File: src/hw/touch_pkg.sv
// constants shared by the touch result output engine and its timers.
// assumes a single 250 MHz system clock.
package touch_pkg;
	localparam int CLK_PERIOD_NS   = 4;
	localparam int MS_NS           = 1000000;
	localparam int MS_CYC          = MS_NS / CLK_PERIOD_NS;
	localparam int BUZZ_MIN_HZ     = 1000;
	localparam int BUZZ_MAX_HZ     = 4000;
	localparam int BUZZ_HALF_1K_CYC =
		1000000000 / (CLK_PERIOD_NS * 2 * BUZZ_MIN_HZ);
	localparam int BEEP_HZ         = 2;
	localparam int BEEP_HALF_MS    = 1000 / (2 * BEEP_HZ);
	localparam int BEEP_TOTAL_MS   = 2000;
	localparam int DELTA_SHIFT     = 4;
	localparam int DELTA_W         = 8;
	localparam int BL_W            = DELTA_W + DELTA_SHIFT;
	localparam int MS_CNT_W        = 16;

	typedef enum logic [1:0] {
		ST_CHECK = 2'b00,
		ST_BEEP  = 2'b01,
		ST_RUN   = 2'b11
	} test_st_t;
endpackage

File: src/hw/touch_timer_if.sv
// carrier between the output engine and one touch-duration timer.
// one instance per sensing input; all signals on i_clk_sys.
interface touch_timer_if;
	logic                              run;
	logic                              tick;
	logic [touch_pkg::MS_CNT_W-1:0]    limit;
	logic                              expire;
	modport ctl (output run, output tick, output limit, input expire);
	modport tmr (input run, input tick, input limit, output expire);
endinterface

File: src/hw/touch_timer.sv
// touch-duration timer for one sensing input, counted in ms ticks.
// assumes tick is a one-cycle pulse once per millisecond.
module touch_timer (
	input  wire logic i_clk_sys,
	input  wire logic i_rst,
	touch_timer_if.tmr tif
);
	typedef struct packed {
		logic [touch_pkg::MS_CNT_W-1:0] cnt;
		logic                           expire;
	} tmr_state_t;

	tmr_state_t r;
	tmr_state_t n;

	always_comb begin
		n = r;
		n.expire = 1'b0;
		if (!tif.run) begin
			n.cnt = '0;
		end else if (tif.tick) begin
			if (r.cnt + 1'b1 >= tif.limit) begin
				n.expire = 1'b1;
				n.cnt = '0;
			end else begin
				n.cnt = r.cnt + 1'b1;
			end
		end
	end

	always_ff @(posedge i_clk_sys or posedge i_rst) begin
		if (i_rst) begin
			r <= '0;
		end else begin
			r <= n;
		end
	end

	assign tif.expire = r.expire;
endmodule

File: src/hw/touch_out_engine.sv
// touch result output engine: pins, arbiter, time-out, buzzer, self test.
// assumes qualified touch levels synchronous to i_clk_sys from the qualifier.
// What this block does (RULE6 is left to the host)
// RULE1: each input's qualified touch sets its own pin active or inactive.
// RULE2: one global setting picks active-high or active-low touch pins.
// RULE3: one global setting picks open-drain or push-pull for all touch pins.
// RULE4: proximity detect wakes the device to qualify enabled inputs.
// RULE5: proximity state goes to one chosen pin, removing its paired input.
// RULE6: host should pick the sensing input paired with the proximity pin.
// RULE7: proximity input never qualifies, arbitrates, buzzes or times out.
// RULE8: time-out enabled gives each input its own timer; disabled runs none.
// RULE9: a touch held past the time-out gets a forced release.
// RULE10: forced release adds the input's touch delta to its baseline.
// RULE11: after forced release the baseline tracks downward aggressively.
// RULE12: one global time-out value serves every input.
// RULE13: with exclusive mode, only the reported input's timer runs.
// RULE14: buzzer square wave starts on each inactive-to-active transition.
// RULE15: buzzer stops at duration end or when the last active input releases.
// RULE16: buzzer frequency selectable from 1 kHz to 4 kHz.
// RULE17: buzzer pin may be push-pull or open-drain.
// RULE18: exclusive mode reports one input, held until it releases.
// RULE19: simultaneous touches report the input with the largest delta.
// RULE20: release reported first, then the highest-index input still touched.
// RULE21: self test disables shorted or open inputs before scanning starts.
// RULE22: any self-test fault toggles the buzzer pin at 2 Hz for two seconds.
// RULE23: stored delta is one sixteenth of the effective delta.
// RULE24: after reset all touch pins inactive and buzzer idle.
module touch_out_engine #(
	parameter int N            = 7,
	parameter int P_MS_CYC     = touch_pkg::MS_CYC,
	parameter int P_BUZZ_HALF  = touch_pkg::BUZZ_HALF_1K_CYC
) (
	input  wire logic                   i_clk_sys,
	input  wire logic                   i_rst,
	input  wire logic [N-1:0]           i_qual_touch,
	input  wire logic [N*8-1:0]         i_touch_delta,
	input  wire logic [N-1:0]           i_scan_cfg_en,
	input  wire logic                   i_cfg_active_high,
	input  wire logic                   i_cfg_open_drain,
	input  wire logic                   i_prox_enable,
	input  wire logic [2:0]             i_prox_pin,
	input  wire logic                   i_prox_detect,
	input  wire logic                   i_asleep,
	input  wire logic                   i_timeout_enable,
	input  wire logic [15:0]            i_timeout_ms,
	input  wire logic                   i_excl_enable,
	input  wire logic                   i_buzz_enable,
	input  wire logic [1:0]             i_buzz_freq_sel,
	input  wire logic [15:0]            i_buzz_dur_ms,
	input  wire logic                   i_buzz_open_drain,
	input  wire logic                   i_selftest_enable,
	input  wire logic [N-1:0]           i_selftest_fault,
	output logic [N-1:0]                o_touch_out,
	output logic [N-1:0]                o_touch_oe,
	output logic                        o_buzz,
	output logic                        o_buzz_oe,
	output logic                        o_wake,
	output logic [N-1:0]                o_scan_enable,
	output logic [N-1:0]                o_fault,
	output logic [N-1:0]                o_baseline_add,
	output logic [N*12-1:0]             o_baseline_add_value,
	output logic [N-1:0]                o_fast_track
);
	localparam int BW = touch_pkg::BL_W;

	typedef struct packed {
		touch_pkg::test_st_t st;
		logic [N-1:0]        faulty;
		logic [N-1:0]        forced;
		logic [N-1:0]        fast;
		logic [N-1:0]        rep;
		logic [N-1:0]        rep_prev;
		logic [N-1:0]        qraw_prev;
		logic                after_rel;
		logic                buzz_on;
		logic                wave;
		logic [17:0]         half_cnt;
		logic [15:0]         ms_cnt;
		logic [17:0]         tick_cnt;
		logic                ms_tick;
		logic                wake;
		logic                prox_out;
		logic [N-1:0]        bl_add;
		logic [N*BW-1:0]     bl_val;
	} eng_state_t;

	eng_state_t r;
	eng_state_t n;

	logic [N-1:0] tmr_exp;
	logic [N-1:0] prox_mask;
	logic [N-1:0] touch_mask;
	logic [N-1:0] q;
	logic [17:0]  half_lim;

	// the proximity input is never a touch source
	always_comb begin
		prox_mask = '0;
		if (i_prox_enable) begin
			prox_mask[i_prox_pin] = 1'b1; // RULE5
		end
	end

	assign touch_mask = i_scan_cfg_en & ~r.faulty & ~prox_mask; // RULE7
	assign q = i_qual_touch & touch_mask & ~r.forced; // RULE9

	always_comb begin
		case (i_buzz_freq_sel) // RULE16
			2'd0:    half_lim = 18'(P_BUZZ_HALF);
			2'd1:    half_lim = 18'(P_BUZZ_HALF / 2);
			2'd2:    half_lim = 18'(P_BUZZ_HALF / 3);
			2'd3:    half_lim = 18'(P_BUZZ_HALF / 4);
			default: half_lim = 18'(P_BUZZ_HALF);
		endcase
	end

	genvar gi;
	generate
		for (gi = 0; gi < N; gi++) begin : g_tmr
			touch_timer_if tif ();
			// one global limit; run only on the externally reported input
			assign tif.run   = i_timeout_enable & r.rep[gi]; // RULE8 RULE12 RULE13
			assign tif.tick  = r.ms_tick;
			assign tif.limit = i_timeout_ms;
			assign tmr_exp[gi] = tif.expire;
			touch_timer u_tmr (
				.i_clk_sys (i_clk_sys),
				.i_rst     (i_rst),
				.tif       (tif)
			);
		end
	endgenerate

	always_comb begin
		logic [BW-1:0]     best;
		logic [BW-1:0]     d;
		logic [N-1:0]      pick_d;
		logic [N-1:0]      pick_hi;
		logic              run_ok;
		best    = '0;
		d       = '0;
		pick_d  = '0;
		pick_hi = '0;
		run_ok  = (r.st != touch_pkg::ST_CHECK);
		n = r;
		n.qraw_prev = i_qual_touch;
		n.rep_prev  = r.rep;
		n.bl_add    = '0;
		n.wake = i_prox_enable & i_prox_detect & i_asleep; // RULE4
		n.prox_out = i_prox_enable & i_prox_detect; // RULE5

		// millisecond time base
		n.ms_tick = 1'b0;
		if (r.tick_cnt >= 18'(P_MS_CYC - 1)) begin
			n.tick_cnt = '0;
			n.ms_tick = 1'b1;
		end else begin
			n.tick_cnt = r.tick_cnt + 1'b1;
		end

		// forced release: set wins over the qualifier's clear
		for (int i = 0; i < N; i++) begin
			d = {i_touch_delta[i*8 +: 8], 4'h0}; // RULE23
			if (tmr_exp[i]) begin
				n.bl_add[i] = 1'b1; // RULE10
				n.bl_val[i*BW +: BW] = d; // RULE10
			end
			if (q[i] && d > best) begin
				best = d;
				pick_d = '0;
				pick_d[i] = 1'b1;
			end
			if (q[i]) begin
				pick_hi = '0;
				pick_hi[i] = 1'b1;
			end
		end
		n.forced = (r.forced & i_qual_touch) | tmr_exp; // RULE9
		// fast tracking ends once a fresh touch qualifies
		n.fast = tmr_exp | (r.fast & ~(i_qual_touch & ~r.qraw_prev
			& ~r.forced)); // RULE11

		// reporting
		if (!run_ok) begin
			n.rep = '0; // RULE24
		end else if (!i_excl_enable) begin
			n.rep = q; // RULE1
		end else if (r.rep != '0) begin // RULE18
			if ((r.rep & q) == '0) begin
				// release shown for one cycle before the next input
				n.rep = '0; // RULE20
				n.after_rel = 1'b1;
			end
		end else if (q != '0) begin
			n.rep = r.after_rel ? pick_hi : pick_d; // RULE19 RULE20
			n.after_rel = 1'b0;
		end else begin
			n.after_rel = 1'b0;
		end

		// self test, then buzzer
		case (r.st)
			touch_pkg::ST_CHECK: begin
				if (i_selftest_enable) begin
					n.faulty = i_selftest_fault & i_scan_cfg_en; // RULE21
				end
				if (i_selftest_enable && (i_selftest_fault & i_scan_cfg_en)
					!= '0) begin
					n.st = touch_pkg::ST_BEEP;
					n.wave = 1'b1;
					n.ms_cnt = '0;
					n.half_cnt = '0;
				end else begin
					n.st = touch_pkg::ST_RUN;
				end
			end
			touch_pkg::ST_BEEP: begin
				if (r.ms_tick) begin
					n.ms_cnt = r.ms_cnt + 1'b1;
					n.half_cnt = r.half_cnt + 1'b1;
					if (r.half_cnt + 1'b1 >=
						18'(touch_pkg::BEEP_HALF_MS)) begin
						n.half_cnt = '0;
						n.wave = ~r.wave; // RULE22
					end
					if (r.ms_cnt + 1'b1 >=
						16'(touch_pkg::BEEP_TOTAL_MS)) begin
						n.st = touch_pkg::ST_RUN; // RULE22
						n.wave = 1'b0;
					end
				end
			end
			touch_pkg::ST_RUN: begin
				if (r.buzz_on) begin
					if (r.half_cnt + 1'b1 >= half_lim) begin
						n.half_cnt = '0;
						n.wave = ~r.wave;
					end else begin
						n.half_cnt = r.half_cnt + 1'b1;
					end
					if (r.ms_tick) begin
						n.ms_cnt = r.ms_cnt + 1'b1;
					end
					if (r.rep == '0 || (r.ms_tick &&
						r.ms_cnt + 1'b1 >= i_buzz_dur_ms)) begin
						n.buzz_on = 1'b0; // RULE15
						n.wave = 1'b0;
					end
				end
				// restart on any fresh report, including re-trigger
				if (i_buzz_enable && (r.rep & ~r.rep_prev) != '0) begin
					n.buzz_on = 1'b1; // RULE14
					n.wave = 1'b1;
					n.half_cnt = '0;
					n.ms_cnt = '0;
				end
			end
			default: begin
				n.st = touch_pkg::ST_CHECK;
			end
		endcase
	end

	always_ff @(posedge i_clk_sys or posedge i_rst) begin
		if (i_rst) begin
			r <= '0;
		end else begin
			r <= n;
		end
	end

	// pin levels follow the live polarity setting so a profile change
	// takes effect without waiting for a new event
	always_comb begin
		logic [N-1:0] act;
		logic [N-1:0] lvl;
		act = r.rep; // RULE1
		if (i_prox_enable) begin
			act[i_prox_pin] = r.prox_out; // RULE5
		end
		lvl = i_cfg_active_high ? act : ~act; // RULE2
		if (i_cfg_open_drain) begin
			o_touch_out = '0; // RULE3
			o_touch_oe  = ~lvl;
		end else begin
			o_touch_out = lvl;
			o_touch_oe  = '1;
		end
	end

	assign o_buzz    = i_buzz_open_drain ? 1'b0 : r.wave; // RULE17
	assign o_buzz_oe = i_buzz_open_drain ? r.wave : 1'b1; // RULE17
	assign o_wake        = r.wake;
	assign o_scan_enable = (r.st == touch_pkg::ST_CHECK) ? '0
		: (i_scan_cfg_en & ~r.faulty); // RULE21
	assign o_fault        = r.faulty;
	assign o_baseline_add = r.bl_add;
	assign o_fast_track   = r.fast;

	always_comb begin
		o_baseline_add_value = '0;
		for (int i = 0; i < N; i++) begin
			o_baseline_add_value[i*12 +: 12] = r.bl_val[i*BW +: BW];
		end
	end
endmodule

File: config.mk
export PLATFORM = sky130hd
export DESIGN_NAME = touch_out_engine
export DESIGN_NICKNAME = d
export VERILOG_FILES = /design/src/hw/touch_pkg.sv /design/src/hw/touch_timer_if.sv /design/src/hw/touch_timer.sv /design/src/hw/touch_out_engine.sv
export SDC_FILE = /design/constraint.sdc
export NUM_CORES = 1
export LEC_CHECK = 0
export ABC_CLOCK_PERIOD_IN_PS = 36800
export BUFFER_PORTS_ARGS = -buffer_cell sky130_fd_sc_hd__buf_2
export CORE_ASPECT_RATIO = 1.4
export CORE_MARGIN = 5
export CORE_UTILIZATION = 45
export DETAILED_ROUTE_END_ITERATION = 6
export SLEW_MARGIN = 10
export SYNTH_ARGS = -nofsm -noshare
export SYNTH_HDL_FRONTEND = slang
export SYNTH_SLANG_ARGS = --single-unit
File: constraint.sdc
create_clock -name i_clk_sys -period 36.8 [get_ports i_clk_sys]
set_clock_uncertainty 0.2 [all_clocks]
set_input_delay 5.52 -clock i_clk_sys [delete_from_list [all_inputs] [get_ports i_clk_sys]]
set_output_delay 5.52 -clock i_clk_sys [all_outputs]
set_load 0.005 [all_outputs]
# Yosys cells after proc, flatten, opt, wreduce, memory -nomap -nowiden

Index checks and enable logic that the tools add are counted.

Register bits after elaboration: 284
Input port bits: 126
Output and inout port bits: 129
Logic and storage cells: 251

Add/sub/neg operators: 10
Order comparisons: 21
Eq/ne operators: 22
Mux-type cells: 99
Bitwise logic cells: 32
Reductions and logical operators: 29

Operators by type and width:

| cell                                                                                  | number |
|---|---|
| 16-bit two-way mux                                                                    | 15 |
| 7-bit two-way mux                                                                     | 24 |
| 16-bit by 1-bit adder with 16-bit output, second input constant                       | 8 |
| 16-bit greater-or-equal comparator                                                    | 8 |
| 17-bit two-way mux                                                                    | 7 |
| 35-bit one-hot mux with 3 select lines                                                | 1 |
| 7-bit AND                                                                             | 11 |
| 12-bit > comparator                                                                   | 6 |
| 12-bit two-way mux                                                                    | 6 |
| 36-bit two-way mux                                                                    | 2 |
| 18-bit one-hot mux with 4 select lines                                                | 1 |
| 35-bit two-way mux                                                                    | 2 |
| 7-bit inverter                                                                        | 8 |
| 18-bit by 1-bit adder with 18-bit output, second input constant                       | 2 |
| 18-bit two-way mux                                                                    | 2 |
| 1-bit two-way mux                                                                     | 31 |
| 7-bit nonzero test                                                                    | 4 |
| 2-bit inequality test, second input constant                                          | 10 |
| 19-bit two-way mux                                                                    | 1 |
| 18-bit greater-or-equal comparator                                                    | 1 |
| 18-bit greater-or-equal comparator, second input constant                             | 1 |
| 18-bit by 8-bit greater-or-equal comparator with 1-bit output, second input constant  | 1 |
| 16-bit by 11-bit greater-or-equal comparator with 1-bit output, second input constant | 1 |
| 7-bit logical NOT                                                                     | 2 |
| other kinds (27)                                                                      | 58 |

# Logic depth before layout (Yosys ltp)

Depth after elaboration: 34
Depth in mapped cells: 69
Mapped depth without buffers: 63

# Cells and area by module

From an unflattened synthesis, not the netlist that was laid out.

Cell total of the unflattened synthesis: 2240
Area, all modules: 21211.6 sq um

Modules (own cells, without submodules):

| module                            | instances | cells an instance | area each (sq um) |
|---|---|---|---|
| touch_out_engine                  | 1         | 1220              | 11265.8 |
| touch_timer at g_tmr[0].u_tmr ... | 6         | 142               | 1410.1 |
| touch_timer at g_tmr[6].u_tmr     | 1         | 168               | 1485.2 |

# Worst setup path after synthesis

No wires, ideal clock.

Kind: input port to flip-flop
Start: input port i_prox_pin[0]
End: register r (netlist bit n[157])
Data arrival time: 16722 ps
Required time: 36506 ps
Slack: 19784 ps
Cell stages on the path: 67
Path through: or4b_4 and2_2 clkbuf_1 clkbuf_8 nand2_1 ha_1 nor2b_1 o211ai_1 a21oi_1 o31ai_2 buf_6 buf_4 nand3_1 o21ai_0 inv_1 ha_1 and4_1 and4_2 [31 not listed] a21oi_1 o21ai_0 o211a_1 clkbuf_8 buf_1 a22oi_1 ha_1 nor2b_1 o21a_1 o21a_1 o21a_1 o21bai_1 a22oi_1 a21oi_1 and2b_2 nor4b_1 o21ai_1 a211oi_1

Cells in the longest elaborated chain, start to end: 34
Elaborated cells between the ends (all ways): 52

Ends and longest elaborated chain:

| what                                                                                                                                                        | RTL line                | text |
|---|---|---|
| start: declaration                                                                                                                                          | touch_out_engine.sv:41  | `input wire logic [2:0] i_prox_pin,` |
| 3-bit by 4-bit less-than comparator with 1-bit output (implied by the code) or 3-bit by 1-bit greater-or-equal comparator with 1-bit output (tied branches) | touch_out_engine.sv:100 | `prox_mask[i_prox_pin] = 1'b1;` |
| 1-bit logical AND (implied by the code)                                                                                                                     | touch_out_engine.sv:100 |  |
| 1-bit two-way mux (implied by the code)                                                                                                                     | touch_out_engine.sv:100 |  |
| 1-bit demux with 3-bit select *                                                                                                                             | touch_out_engine.sv:100 |  |
| 7-bit two-way mux *                                                                                                                                         | touch_out_engine.sv:99  | `if (i_prox_enable) begin` |
| 7-bit inverter *                                                                                                                                            | touch_out_engine.sv:104 | `assign touch_mask = i_scan_cfg_en & ~r.faulty & ~prox_mask;` |
| 7-bit AND *                                                                                                                                                 | touch_out_engine.sv:104 |  |
| 7-bit AND * (2 in series)                                                                                                                                   | touch_out_engine.sv:105 | `assign q = i_qual_touch & touch_mask & ~r.forced;` |
| [17 not listed]                                                                                                                                             | -                       |  |
| 12-bit > comparator                                                                                                                                         | touch_out_engine.sv:168 | `if (q[i] && d > best) begin` |
| 1-bit logical AND                                                                                                                                           | touch_out_engine.sv:168 |  |
| 7-bit two-way mux                                                                                                                                           | touch_out_engine.sv:168 |  |
| 7-bit two-way mux                                                                                                                                           | touch_out_engine.sv:195 | `n.rep = r.after_rel ? pick_hi : pick_d;` |
| 7-bit two-way mux                                                                                                                                           | touch_out_engine.sv:194 | `end else if (q != '0) begin` |
| 7-bit two-way mux                                                                                                                                           | touch_out_engine.sv:188 | `end else if (r.rep != '0) begin` |
| 7-bit two-way mux                                                                                                                                           | touch_out_engine.sv:186 | `end else if (!i_excl_enable) begin` |
| 7-bit two-way mux                                                                                                                                           | touch_out_engine.sv:184 | `if (!run_ok) begin` |
| end signal: assignment                                                                                                                                      | touch_out_engine.sv:268 | `r <= n;` |
| end: declaration                                                                                                                                            | touch_out_engine.sv:87  | `eng_state_t r;` |

Mark *: on every way between the ends. The rest lies on a longest branch, timed or not. The select of a mux whose other input is x is not followed.
A chain may end at the register's enable or synchronous reset.

# Worst setup path after layout

Ends and elaborated chain as after synthesis.

==> results.md <==
Outcome
• **run status** finished, final reports clean

Critical path
• **kind of end point of the critical path** register
• **type of the setup path with the least slack** in2reg
• **slowest library cell on the worst path** sky130_fd_sc_hd__nor2_1
• **Critical Path Start Type** input pin
• **Critical Path AT** 18.69 ns
• **maximum cell stage delay along the critical path** 0.85 ns
• **data required time of the critical path** 37.04 ns
• **Worst path most repeated cell** sky130_fd_sc_hd__o21a_1
• **r2r worst-path depth** 62
• **maximum fanout along the worst path** 20

STA
• **total count of hold-check failures in the final report** 0
• **unrepaired setup endpoints after global routing** no
• **count of pins over their slew limit** 0
• **aggregate negative setup slack** 0 ns
• **Worst Hold Slack** 0.260 ns
• **worst setup slack after layout** 18.35 ns
• **final setup vio count** 0
• **minimum clock period** 18.45 ns
• **Peak Freq** 0.0542 GHz
• **crit share post-route** 0.501
• **worst slew margin relative to its limit** 0.212
• **transition time of the tightest slew-check pin** 1.18 ns

Placed design
• **number of port buffers** 226
• **DPL Wire Length** 40,700 µm
• **dpl ws** 18.00 ns
• **Final Wtd Congestion** 0.941
• **post-detailed-placement cell area** 20,900 µm²

Logic synthesis
• **predominant post-synthesis flop cell** sky130_fd_sc_hd__dfrtp_1
• **post-synthesis async set-or-reset flop share** 1.00
• **number of distinct standard cells referenced by the synthesized netlist** 92
• **EDFF count, synth** 0
• **average footprint of a synthesized cell** 9.47 µm²
• **leading cell types by count after synthesis** sky130_fd_sc_hd__dfrtp_1, sky130_fd_sc_hd__ha_1, sky130_fd_sc_hd__nand2_1, sky130_fd_sc_hd__nor2_1, sky130_fd_sc_hd__inv_1
• **most repeated cell in the gate-level netlist after synthesis** sky130_fd_sc_hd__dfrtp_1
• **post-synthesis sequential area ratio** 0.355
• **Warnings, synthesis** 0
• **synthesized cell area** 20,000 µm²
• **portion of synthesized cell area occupied by the leading cell type** 0.355
• **cells taking the most area after synthesis** sky130_fd_sc_hd__dfrtp_1, sky130_fd_sc_hd__ha_1, sky130_fd_sc_hd__xnor2_1
• **number of flip-flops and latches in the synthesized netlist** 284
• **cell taking the most area after synthesis** sky130_fd_sc_hd__dfrtp_1
• **post-synthesis cell count** 2,113

Power
• **cell internal pwr** 581 µW
• **switching fraction of total power** 0.288
• **Worst VDD drop** 0.0000300 V
• **Lkg Pwr** 11.4 nW
• **switching power** 236 µW
• **Flop pwr share** 0.407
• **ratio of total power to cell area** 37.0 nW/µm²
• **combinational group share of total power** 0.172
• **relative contribution of the clock network to total power** 0.421

GRT
• **wire length of the first global-routing pass** 87,900 µm
• **maximum number of pins on one net before global-route repair** 104
• **number of global-route vias before repair** 16,800
• **global-route congestion overflow total** 0
• **initial antenna violation count** 1
• **GRT Util Overall** 0.221

Cells and area
• **proportion of layout cells with a drive suffix above 1** 0.181
• **number of fill cells in the layout** 4,164
• **signed area change from the synthesized netlist to the final layout** 10.2%
• **layout net count** 2,568
• **Non-Filler Cell Area, Final** 22,000 µm²

Routing
• **detailed-route via count** 16,000
• **Pre-Repair DR Iteration Count** 5
• **Final ANT Viol Nets** 0
• **post-detailed-route wirelength per cell** 19.4 µm
• **DR iter-0 viols** 903
• **ratio of routed vias to standard cells** 5.69
• **aggregate routed wire length** 54,900 µm
• **Post-route DRC** 0

Die
• **count of pins on the block boundary** 255
• **die outline height** 260 µm
• **horizontal die dimension** 188 µm
• **row count** 91
• **overall die area** 48,800 µm²
• **core box area** 44,100 µm²
• **Starting Density** 0.454

Worst hold path
• **type of the most critical hold path** reg2reg
• **Hold Path Stages** 1

Clocking
• **post-CTS setup repair buffer count** 0
• **clock transition at the register clock pins on the worst setup and hold paths after CTS** 0.06 ns
• **TritonCTS Buffers** 34
• **htree depth** 2
• **clock tree from TritonCTS** yes
• **clock sink count** 284
• **maximum buffer depth of the clock tree** 3
• **CTS Root Cell** sky130_fd_sc_hd__clkbuf_16
• **number of gates resized after CTS** 0
• **insertion delay to the later sink of the worst-skew pair** 0.52 ns
• **number of buffers inserted for hold repair after clock tree synthesis** 0

Run
• **max-cap viol count** 0

[state kept, by name, summed over array words and instances, names as in the netlist, 7 cells and up]
| register | flops |
|---|---|
| o_baseline_add | 7 |
| g_tmr.u_tmr.r | 112 |
| o_fault | 7 |
| o_fast_track | 7 |
| r | 79 |
| g_tmr.u_tmr.tif.expire | 7 |
| n | 7 |
| o_baseline_add_value | 56 |
[cell type report]
type                    instances  area [µm²]  area share
diodes                          1        2.50    0.000113
clock buffers                  49        1030      0.0466
clock inverters                10         108     0.00488
inverters                     110         420      0.0191
multi-input cells            1574       11500       0.521
flip-flops and latches        284        7110       0.322
well taps                     558         698      0.0317
repair buffers                235        1200      0.0544
[path summary, 6_finish.rpt]
| kind | to | slack (ns) | from |
|---|---|---|---|
| setup / recovery | n[157] | 18.35 | i_prox_pin[0] |
| hold / removal | r[94] | 0.26 | r[94] |
| setup reg to reg | n[157] | 23.20 | o_fault[0] |
| hold reg to reg | r[94] | 0.26 | r[94] |
| max in group asynchronous | g_tmr[1].u_tmr.r[11] | 29.40 | i_rst |
| min in group asynchronous | o_baseline_add_value[70] | 4.94 | i_rst |
[worst max-delay path: cells and delay by family]
kind	cells	cell delay, ns
buf+inv	3	0.51
compound gates	32	5.73
mux	3	0.91
simple gates	19	4.34
fa+ha+maj	6	1.64
[per-layer routing]
layer / track usage / vias to the layer above / wire length, µm
met2: 0.393 / 432 / 27400
met1: 0.262 / 7793 / 22500
met3: 0.0402 / 128 / 2750
met4: 0.0900 / 2 / 2190
met5: 0 / - / 7
li1: - / 7693 / -
[placed cells by master, fill, tap and decap left out, drive strengths merged, types with 61 or more instances in the layout]
master    n
dfrtp   284
a21oi    61
a21o     70
mux2     61
o21ai   113
nor2    123
buf     235
inv     112
xnor2    95
ha      203
nand3   102
nand2   178
[cells by family (layout without fill, tap and decap cells)]
kind of cell	count (synthesis)	count (layout)	share of synthesized area
AOI/OAI and AO/OA	445	445	0.160
xor gates and xnor gates	153	153	0.0670
adders and majority gates	203	203	0.127
buffers and inverters	282	404	0.0767
DFF	284	284	0.355
muxes	79	79	0.0439
other	1	29	0.000187
and+or+nand+nor	666	666	0.170
[power by group through the flow]
stage / clock network [mW] / logic [mW] / registers [mW]
after floorplan: 0 / 0.0985 / 0.331
after global placement: 0 / 0.137 / 0.338
after detailed placement: 0 / 0.140 / 0.338
after CTS: 0.354 / 0.141 / 0.332
after global routing: 0.366 / 0.157 / 0.333
final: 0.344 / 0.140 / 0.332
[metrics by stage]
stage | cells | power (mW) | util
6_report | 2821 | 0.817 | 0.500
5_1_grt | 2820 | 0.856 | 0.500
4_1_cts | 2820 | 0.827 | 0.500
3_5_place_dp | 2761 | 0.478 | 0.475
3_3_place_gp | 2761 | 0.475 | 0.475
2_1_floorplan | 2140 | 0.430 | -
Power figures use the tool's default switching activity.
